`config.mk`:
```
export PLATFORM = sky130hd
export DESIGN_NAME = dual_dac_frame_decoder
export DESIGN_NICKNAME = d
export VERILOG_FILES = /design/src/rtl/dual_dac_frame_decoder.v /design/src/rtl/sync_2ff.v
export VERILOG_INCLUDE_DIRS = /design/src /design/src/rtl
export SDC_FILE = /design/constraint.sdc
export NUM_CORES = 1
export LEC_CHECK = 0
export ABC_AREA = 1
export BUFFER_PORTS_ARGS = -buffer_cell sky130_fd_sc_hd__buf_2
export CAP_MARGIN = 20
export CORE_MARGIN = 2
export CORE_UTILIZATION = 55
export CTS_BUF_LIST = sky130_fd_sc_hd__clkbuf_8
export CTS_CLUSTER_DIAMETER = 50
export DETAILED_ROUTE_END_ITERATION = 8
export HOLD_SLACK_MARGIN = 0.03
export PLACE_DENSITY = 0.77
export SLEW_MARGIN = 10
export SYNTH_ARGS = -nofsm -noshare
export SYNTH_HDL_FRONTEND = slang
export SYNTH_SLANG_ARGS = --single-unit
```
`constraint.sdc`:
```
create_clock -name sys_clk_i -period 4.8 [get_ports sys_clk_i]
set_clock_uncertainty 0.1 [all_clocks]
set_input_delay 0.24 -clock sys_clk_i [delete_from_list [all_inputs] [get_ports sys_clk_i]]
set_output_delay 0.24 -clock sys_clk_i [all_outputs]
set_load 0.005 [all_outputs]
```
`src/rtl/dual_dac_defines.vh`:
```
// Constants for the dual-channel converter serial front end.
`ifndef DUAL_DAC_DEFINES_VH
`define DUAL_DAC_DEFINES_VH
`define FRAME_BITS        24
`define FRAME_CNT_W       5
`define FRAME_COUNT_FULL  5'h18
`define CMD_MSB_POS       23
`define CMD_LSB_POS       20
`define ADDR_B_POS        19
`define ADDR_A_POS        18
`define DATA_MSB_POS      15
`define CODE_W            16
`define CMD_NOP           4'h0
`define CMD_WRITE_INPUT   4'h1
`define CMD_UPDATE_DAC    4'h2
`define CMD_WRITE_UPDATE  4'h3
`define CMD_POWER_DOWN    4'h4
`define CMD_CHAIN_ENABLE  4'h8
`define CMD_READBACK      4'h9
`define CODE_ZERO         16'h0000
`define CODE_MID          16'h8000
`define PD_FIELD_W        2
`endif

```
`src/rtl/dual_dac_frame_decoder.v`:
```
// Serial frame decoder and channel register file of a dual-channel converter.
// Summary of operation
// - Each write is one 24-bit frame over frame select, serial clock and serial data in.
// - Bits arrive most significant first and shift into a 24-bit register in arrival order.
// - Frame bits 23 to 20 form the command, first bit as its most significant bit.
// - Bits 19 to 16 are channel B select, channel A select and two unused zero bits.
// - The bits below the address field are the data word of the command.
// - Channel codes are unsigned straight binary of 12 or 16 bits.
// - The span pin sets gain one when low and gain two when high, for both channels.
// - Reset forces both channels to a known code before any frame arrives.
// - A serial data output carries chained frames or readback contents.
// - A power-down state is entered by a serial command.
// - Bits are sampled on falling serial clock edges and act on the rising frame select edge.
// - 16-bit codes fill the low 16 bits; 12-bit codes are followed by four ignored bits.
// - Command 1 writes input registers, 2 copies them to channels, 3 writes channels directly.
// - The reset code is zero or midscale from a select pin and holds until a write.
`include "dual_dac_defines.vh"
module dual_dac_frame_decoder #(
    parameter RES_16 = 1
) (
    input  wire        sys_clk_i,
    input  wire        rst_n_i,
    input  wire        ce_i,
    input  wire        frame_sel_n_i,
    input  wire        serial_clk_i,
    input  wire        serial_data_in_i,
    input  wire        load_strobe_n_i,
    input  wire        power_on_code_select_i,
    input  wire        span_select_i,
    output reg         serial_data_out_o,
    output reg  [15:0] code_a_o,
    output reg  [15:0] code_b_o,
    output reg         gain_two_o,
    output reg  [1:0]  pd_a_o,
    output reg  [1:0]  pd_b_o,
    output reg         chain_en_o
);
    // ------------------------------------------------------------------
    // Input synchronisers
    // ------------------------------------------------------------------
    wire sel_n_s;
    wire sclk_s;
    wire serial_data_in_s;
    wire load_strobe_n_n_s;
    wire power_on_code_select_s;
    wire span_s;
    wire [5:0] raw_in = {frame_sel_n_i, serial_clk_i, serial_data_in_i,
                         load_strobe_n_i, power_on_code_select_i, span_select_i};
    wire [5:0] syn_out;
    genvar g;
    generate
        for (g = 0; g < 6; g = g + 1) begin : g_sync
            // Each pin passes two flip-flops before any logic reads it.
            // Select, serial clock and load strobe idle high, so their
            // synchronisers reset high and no false edge follows reset.
            sync_2ff #(.RESET_VAL((g == 5 || g == 4 || g == 2) ? 1'b1 : 1'b0)) u_sync (
                .sys_clk_i (sys_clk_i),
                .rst_n_i   (rst_n_i),
                .ce_i      (ce_i),
                .async_i   (raw_in[g]),
                .sync_o    (syn_out[g])
            );
        end
    endgenerate
    assign {sel_n_s, sclk_s, serial_data_in_s, load_strobe_n_n_s, power_on_code_select_s, span_s} = syn_out;

    // Aligns a 16-bit or 12-bit code from the data field.
    function [15:0] data_code;
        input [23:0] f;
        begin
            if (RES_16 != 0)
                data_code = f[`DATA_MSB_POS:0];
            else
                data_code = {4'h0, f[`DATA_MSB_POS:4]};
        end
    endfunction

    // ------------------------------------------------------------------
    // Edge detection and shifting
    // ------------------------------------------------------------------
    reg         sclk_q;
    reg         sel_n_q;
    reg  [23:0] shift_q;
    reg  [4:0]  bit_cnt_q;
    reg         first_q;
    reg  [15:0] in_a_q;
    reg  [15:0] in_b_q;
    reg  [15:0] rb_q;
    wire        sclk_fall = sclk_q & ~sclk_s;
    wire        sclk_rise = ~sclk_q & sclk_s;
    wire        sel_rise  = ~sel_n_q & sel_n_s;
    wire        sel_fall  = sel_n_q & ~sel_n_s;
    wire [3:0]  cmd       = shift_q[`CMD_MSB_POS:`CMD_LSB_POS];
    wire        sel_b     = shift_q[`ADDR_B_POS];
    wire        sel_a     = shift_q[`ADDR_A_POS];
    wire [15:0] word      = data_code(shift_q);
    wire [15:0] por_code  = power_on_code_select_s ? `CODE_MID : `CODE_ZERO;
    // Readback reads channel B only when B alone is selected; any other
    // address reads channel A.
    wire        rb_b      = sel_b & ~sel_a;

    // ------------------------------------------------------------------
    // Span select
    // ------------------------------------------------------------------
    // The span pin is static in use, so its synchronised level is simply
    // registered; both channels share the one gain output.
    always @(posedge sys_clk_i or negedge rst_n_i) begin
        if (!rst_n_i) begin
            gain_two_o <= 1'b0;
        end else if (ce_i) begin
            gain_two_o <= span_s;
        end
    end

    // ------------------------------------------------------------------
    // Serial data out
    // ------------------------------------------------------------------
    // The output moves after each detected rising serial clock edge while select is low, so that
    // it is settled well before the host samples it on the next fall.
    // At the start of a frame the freshly loaded top bit, always zero, is
    // shown at once: no rising edge precedes the first fall, and without
    // this the host would read the previous frame's last bit first.
    always @(posedge sys_clk_i or negedge rst_n_i) begin
        if (!rst_n_i) begin
            serial_data_out_o <= 1'b0;
        end else if (ce_i) begin
            if (sel_fall) begin
                serial_data_out_o <= 1'b0;
            end else if (!sel_n_s && sclk_rise) begin
                serial_data_out_o <= shift_q[23];
            end
        end
    end

    // ------------------------------------------------------------------
    // Frame capture and command execution
    // ------------------------------------------------------------------
    // The bit counter saturates at a full frame; a longer burst keeps the
    // last 24 bits and the surplus leaves on the serial data output.
    // A frame with no bits at all is refused when select rises, so a bare
    // select pulse cannot replay the command left in the shift register.
    // Shorter frames act on whatever the shift register then holds.
    // Power-down fields never touch the channel codes or input registers.

    always @(posedge sys_clk_i or negedge rst_n_i) begin
        if (!rst_n_i) begin
            sclk_q            <= 1'b1;
            sel_n_q           <= 1'b1;
            shift_q           <= 24'h00_0000;
            bit_cnt_q         <= 5'h00;
            first_q           <= 1'b1;
            code_a_o          <= `CODE_ZERO;
            code_b_o          <= `CODE_ZERO;
            in_a_q            <= `CODE_ZERO;
            in_b_q            <= `CODE_ZERO;
            rb_q              <= 16'h0000;
            pd_a_o            <= 2'h0;
            pd_b_o            <= 2'h0;
            chain_en_o        <= 1'b0;
        end else if (ce_i) begin
            sclk_q     <= sclk_s;
            sel_n_q    <= sel_n_s;
            // Until a write frame (command 1, 2 or 3) has acted, follow the reset-code select pin.
            if (first_q) begin
                code_a_o <= por_code;
                code_b_o <= por_code;
                in_a_q   <= por_code;
                in_b_q   <= por_code;
            end
            if (sel_fall) begin
                bit_cnt_q <= 5'h00;
                // Readback data leads the next frame.
                shift_q   <= {4'h0, rb_q, 4'h0};
            end else if (!sel_n_s && sclk_fall) begin
                shift_q   <= {shift_q[22:0], serial_data_in_s};
                if (bit_cnt_q != `FRAME_COUNT_FULL)
                    bit_cnt_q <= bit_cnt_q + 5'h01;
            end
            if (sel_rise && bit_cnt_q != 5'h00) begin
                case (cmd)
                    `CMD_WRITE_INPUT: begin
                        first_q <= 1'b0;
                        if (sel_a) in_a_q <= word;
                        if (sel_b) in_b_q <= word;
                        if (!load_strobe_n_n_s && sel_a) code_a_o <= word;
                        if (!load_strobe_n_n_s && sel_b) code_b_o <= word;
                    end
                    `CMD_UPDATE_DAC: begin
                        first_q <= 1'b0;
                        if (sel_a) code_a_o <= in_a_q;
                        if (sel_b) code_b_o <= in_b_q;
                    end
                    `CMD_WRITE_UPDATE: begin
                        first_q <= 1'b0;
                        if (sel_a) begin
                            code_a_o <= word;
                            in_a_q   <= word;
                        end
                        if (sel_b) begin
                            code_b_o <= word;
                            in_b_q   <= word;
                        end
                    end
                    `CMD_POWER_DOWN: begin
                        pd_a_o <= shift_q[1:0];
                        pd_b_o <= shift_q[7:6];
                    end
                    `CMD_CHAIN_ENABLE: chain_en_o <= shift_q[0];
                    `CMD_READBACK:     rb_q <= rb_b ? code_b_o : code_a_o;
                    default: ;
                endcase
            end else if (sel_n_s && !load_strobe_n_n_s && !first_q) begin
                // A low load strobe between frames copies both input registers.
                code_a_o <= in_a_q;
                code_b_o <= in_b_q;
            end
        end
    end
endmodule // dual_dac_frame_decoder

```
`src/rtl/sync_2ff.v`:
```
// Two-flip-flop level synchroniser for a single bit.
module sync_2ff #(
    parameter RESET_VAL = 1'b0
) (
    input  wire sys_clk_i,
    input  wire rst_n_i,
    input  wire ce_i,
    input  wire async_i,
    output reg  sync_o
);
    reg meta_q;
    always @(posedge sys_clk_i or negedge rst_n_i) begin
        if (!rst_n_i) begin
            meta_q <= RESET_VAL;
            sync_o <= RESET_VAL;
        end else if (ce_i) begin
            meta_q <= async_i;
            sync_o <= meta_q;
        end
    end
endmodule // sync_2ff
```
==> results of run 1 <==
[cell type report]
type,instances,area (um2),area share
Clock buffer,19,262,0.0295
Clock inverter,13,195,0.0220
Inverter,135,507,0.0571
Multi-Input combinational cell,862,3950,0.445
Sequential cell,131,3290,0.371
Tap cell,184,230,0.0260
Timing Repair Buffer,69,434,0.0490
[power breakdown]
| part | leakage, nW | switching, mW | internal (mW) |
|---|---|---|---|
| registers | 1.65 | 0.286 | 1.30 |
| logic | 2.48 | 1.03 | 0.425 |
| clock network | 0.226 | 0.492 | 0.603 |
| total | 4.35 | 1.81 | 2.33 |
[what timing repair did]
| action | 4_1_cts | 5_1_grt |
|---|---|---|
| hold buffers | 8 | 0 |
| hold endpoints to repair | 97 | 0 |
| endpoints found under the setup margin | 0 | 0 |
[worst paths after layout]
check,endpoint,slack [ns],from
setup / recovery,rb_q[11],1.50,bit_cnt_q[0]
hold / removal,in_a_q[7],0.33,rst_n_i
setup reg to reg,rb_q[11],1.50,bit_cnt_q[0]
hold reg to reg,g_sync[2].u_sync.meta_q,0.36,g_sync[2].u_sync.meta_q
max in group asynchronous,sel_n_q,3.24,rst_n_i
min in group sys_clk_i,g_sync[2].u_sync.meta_q,0.36,g_sync[2].u_sync.meta_q
[Yosys cell counts, types with 2 or more instances]
master / count / area, um2
a21oi_1: 33 / 165
o22ai_1: 37 / 231
nor2_2: 3 / 18.8
a31oi_1: 23 / 144
ha_1: 2 / 25.0
o21ai_0: 133 / 666
inv_1: 130 / 488
o21ai_1: 9 / 45.0
nand3_1: 43 / 215
buf_2: 33 / 165
dfstp_2: 9 / 236
buf_1: 2 / 7.51
nor2_1: 55 / 206
nor2_4: 3 / 33.8
nand4_1: 25 / 156
nor3_1: 2 / 10.0
o211ai_1: 39 / 293
inv_2: 4 / 15.0
nand2_1: 448 / 1680
dfrtp_1: 122 / 3050
clkbuf_1: 34 / 128
[cells by family (layout without fill, tap and decap cells)]
logic type | Yosys count | in the layout
adders and majority gates | 2 | 2
and+or+nand+nor | 582 | 582
AOI/OAI and AO/OA | 277 | 277
buffers and inverters | 205 | 236
muxes | 1 | 1
DFF | 131 | 131
[critical path, stage by stage (launching register included)]
cell	delay, ns
dfrtp_1	0.37
inv_1	0.08
ha_1	0.20
inv_1	0.05
nor2_1	0.05
a21oi_2	0.11
buf_4	0.40
inv_2	0.40
nor2_4	0.25
nand2_1	0.12
nor2_2	0.78
o21ai_0	0.19
[routing by layer]
metal  vias to the layer above  share of wire  GRT usage
met2                       449           0.46      0.500
li1                       3941              -          -
met1                      3850           0.42      0.444
met5                         -              0          0
met3                        61           0.10     0.0830
met4                         0          0.026      0.118
[per-stage QoR]
stage | std cells | utilization
detailed placement | 1372 | 0.577
finish | 1413 | 0.615
global route | 1413 | 0.615
floorplan | 1198 | -
global placement | 1372 | 0.577
CTS | 1412 | 0.614
[state kept, by name (all words and copies together), names as in the netlist, 2 cells and up]
register              count
pd_a_o                    2
g_sync.u_sync.meta_q      6
code_a_o                 16
code_b_o                 16
g_sync.u_sync.sync_o      6
bit_cnt_q                 5
pd_b_o                    2
in_a_q                   16
rb_q                     16
in_b_q                   16
shift_q                  24
==> flow_metrics.tcl, run 1 <==
set metrics [dict create \
    arrival_ns 3.51 \
    synthAdderAreaFrac 0.00311 \
    vdd_drop_max_mv 0.248 \
    final_cell_mix "nand2_1, o21ai_0, inv_1" \
    yosysWarnings 0 \
    placed_area_um2 8320 \
    ios 48 \
    routedWlPerCell_um 17.3 \
    synth_seq_cells 131 \
    required_ns 5.00 \
    coreArea_um2 14400 \
    antenna_found_initial 0 \
    vias 8301 \
    post-cts-setup-buffers 0 \
    finalHoldViolCount 0 \
    cap_violations 0 \
    synth_mux_area_frac 0.00140 \
    path_clk_slew_ns 0.08 \
    syn_to_final_growth_pct 10.1 \
    fillers 1327 \
    detail-route-antenna-nets 0 \
    drc_errors 0 \
    synth_cells 1198 \
    yosysSeqAreaShare 0.409 \
    setup-tns-final_ns 0 \
    root_buffer "clkbuf_8" \
    wirelength_um 24400 \
    power_mw 4.14 \
    fin_nets 1227 \
    layout_commonest_cell "nand2_1" \
    fp.dieW_um 125 \
    h-tree-depth 4 \
    p_leak_nw 4.35 \
    cts_buffers 17 \
    end_kind "flip-flop" \
    layout-drive-gt1-share 0.0952 \
    cts_max_path_buffers 2 \
    critPathKind "reg2reg" \
    num_antenna_cells 0 \
    dieArea_um2 15600 \
    vias_per_cell 5.87 \
    design_area_um2 8870 \
    crit_path_start_kind "flip-flop" \
    synth.distinct_cells 30 \
    synth_edf_count 0 \
    drtPass1Iterations 6 \
    cts_resized 0 \
    grtUsageTotal 0.323 \
    rsz0062_at_grt "false" \
    clock_sinks 131 \
    gp_congestion 0.872 \
    place_ws_ns 1.54 \
    min_period_ns 3.30 \
    floorplan.rows 44 \
    hold-worst-slack_ns 0.327 \
    synthSimpleGateAreaFrac 0.291 \
    synth_ff_type "dfrtp_1" \
    min_period_over_period 0.688 \
    syn_area_um2 8050 \
    tightest_slew_ns 1.02 \
    synth-compound-area-share 0.195 \
    status "complete, no violations" \
    syn-num-nets 1209 \
    fmax_mhz 303 \
    finalSetupViolations 0 \
    cts_tree "built" \
    grt_overflow 0 \
    hp-class "in2async" \
    grt_pass1_wl_um 40600 \
    initial_utilization 0.558 \
    grt_max_degree 93 \
    fin_ws_ns 1.50 \
    drtIter0Drc 1046 \
    reg2reg_depth 11 \
    yosys.area_share.xor_xnor 0 \
    p_per_area_nw_per_um2 467 \
    dp_hpwl_um 15300 \
    async_flop_share 1.00 \
    port_buffers 47 \
    clk_latency_ns 0.47 \
    synth.avg_cell_area_um2 6.72 \
    die_h_um 125 \
    finalMaxSlewViolations 0 \
    worstPathMaxFanout 38 \
    maxSlewHeadroom 0.321 \
    grt_pass1_vias 7809 \
    synth_top_family_by_area "simple AND/OR/NAND/NOR gates" \
]
Note: power is estimated with default switching activity, not from simulation.
==> run 2: changes to the inputs <==
clock period = 3.25 ns   (was 4.8 ns; I/O delays follow)
==> run 2 against run 1 <==
Against the previous run: first-iteration DRC count shrank 0.86%; critical path depth shrank 1; count of clock-buffer cells in the layout rose by 2; non-clock buffer count rose by 13; fmax rose by 39%; routed wire length grew 5.1%; critical path type unchanged.
==> flow_metrics.tcl, run 2 (synthesis gave the netlist of run 1 again) <==
set metrics [dict create \
    status "complete, no violations" \
    vdd_drop_max_mv 0.436 \
    cts_tree "built" \
    met1_length_um 10300 \
    met2WireLength_um 11200 \
    detail-route-antenna-nets 0 \
    tightest_slew_ns 1.08 \
    fmax_mhz 422 \
    syn_to_final_growth_pct 11.9 \
    port_buffers 47 \
    dr_wl_met3_um 3180 \
    grt_overflow 0 \
    multi_input_area_um2 3950 \
    setup-tns-final_ns 0 \
    drtPass1Iterations 7 \
    dieArea_um2 15600 \
    cts_max_path_buffers 2 \
    fillers 1317 \
    hp-class "in2async" \
    antenna_found_initial 0 \
    cts_resized 0 \
    intPower_mw 3.66 \
    required_ns 3.52 \
    arrival_ns 2.64 \
    maxSlewHeadroom 0.281 \
    clkPwrFrac 0.274 \
    grt_max_degree 76 \
    fp.dieW_um 125 \
    drc_errors 0 \
    floorplan.rows 44 \
    ios 48 \
    fin_ws_ns 0.882 \
    p_sw_frac 0.424 \
    layout-drive-gt1-share 0.102 \
    place_ws_ns 0.973 \
    wirelength_um 25700 \
    drtIter0Drc 1037 \
    grtUsageTotal 0.331 \
    placed_area_um2 8430 \
    rsz0062_at_grt "false" \
    p_comb_frac 0.359 \
    die_h_um 125 \
    design_area_um2 9010 \
    grt_pass1_wl_um 41400 \
    coreArea_um2 14400 \
    grt_pass1_vias 7948 \
    cap_violations 0 \
    h-tree-depth 4 \
    p_per_area_nw_per_um2 705 \
    finalHoldViolCount 0 \
    path_clk_slew_ns 0.08 \
    finalMaxSlewViolations 0 \
    clk_latency_ns 0.46 \
    dp_hpwl_um 16000 \
    power_switching_mw 2.69 \
    vias 8578 \
    critPathKind "reg2reg" \
    layout_commonest_cell "nand2_1" \
    seqPwrFrac 0.367 \
    regMostFlops "shift_q" \
    end_kind "flip-flop" \
    worstPathMaxFanout 37 \
    final_cell_mix "nand2_1, inv_1, o21ai_0" \
    p_leak_nw 4.44 \
    fin_nets 1240 \
    crit_path_start_kind "flip-flop" \
    hold-worst-slack_ns 0.200 \
    root_buffer "clkbuf_8" \
    cts_buffers 17 \
    vias_per_cell 6.01 \
    dr.max_layer_used "met4" \
    power_mw 6.35 \
    initial_utilization 0.558 \
    clock_sinks 131 \
    gp_congestion 0.969 \
    finalSetupViolations 0 \
    routedWlPerCell_um 18.0 \
    post-cts-setup-buffers 0 \
    seq_area_um2 3290 \
    min_period_over_period 0.729 \
    min_period_ns 2.37 \
    largest_reg_flops 24 \
]
[run 2: critical path: stages (launching register included)]
cell and delay (ns):
dfrtp_1 0.37, inv_1 0.08, ha_1 0.19, inv_1 0.05
nor2_1 0.05, a21oi_2 0.15, buf_4 0.45, nand2_1 0.35
inv_1 0.26, a21oi_1 0.06, o22ai_1 0.16
[run 2: timing repair]
action,in CTS,in global routing
endpoints found under the setup margin,0,0
hold endpoints to repair,73,0
hold buffers,8,0
[run 2: cell type report]
type,instances,area share
clock buffer,21,0.0321
timing repair buffer,82,0.0596
antenna,1,0.000278
inverter,135,0.0562
multi-input combinational,862,0.438
sequential,131,0.365
tap,184,0.0255
clock inverter,11,0.0229
[run 2: final timing paths]
| path | cells past startpoint | slack, ns | endpoint | start |
|---|---|---|---|---|
| min in group sys_clk_i | 4 | 0.34 | g_sync[1].u_sync.meta_q | power_on_code_select_i |
| min reg2reg | 2 | 0.37 | g_sync[4].u_sync.meta_q | g_sync[4].u_sync.meta_q |
| max in group asynchronous | 3 | 2.03 | first_q | rst_n_i |
| max reg2reg | 10 | 0.88 | in_a_q[0] | bit_cnt_q[0] |
| max | 10 | 0.88 | in_a_q[0] | bit_cnt_q[0] |
| min | 2 | 0.20 | code_a_o[7] | rst_n_i |
[run 2: through the flow]
step                      utilization  instances
after floorplan                     -       1198
after global placement          0.585       1386
after detailed placement        0.585       1386
after CTS                       0.625       1426
after global routing            0.625       1426
final                           0.625       1427
[run 2: per-layer routing]
layer / GRT usage / up-vias
met5: 0 / -
met4: 0.135 / 0
met3: 0.0864 / 99
met2: 0.505 / 563
met1: 0.453 / 3950
li1: - / 3966
[run 2: power by group through the flow]
stage          combinational [mW]  clock (mW)  sequential, mW
2_1_floorplan                1.48           0            2.17
6_report                     2.28        1.74            2.33
3_3_place_gp                 2.15           0            2.33
5_1_grt                      2.50        1.82            2.35
3_5_place_dp                 2.18           0            2.33
4_1_cts                      2.20        1.74            2.30
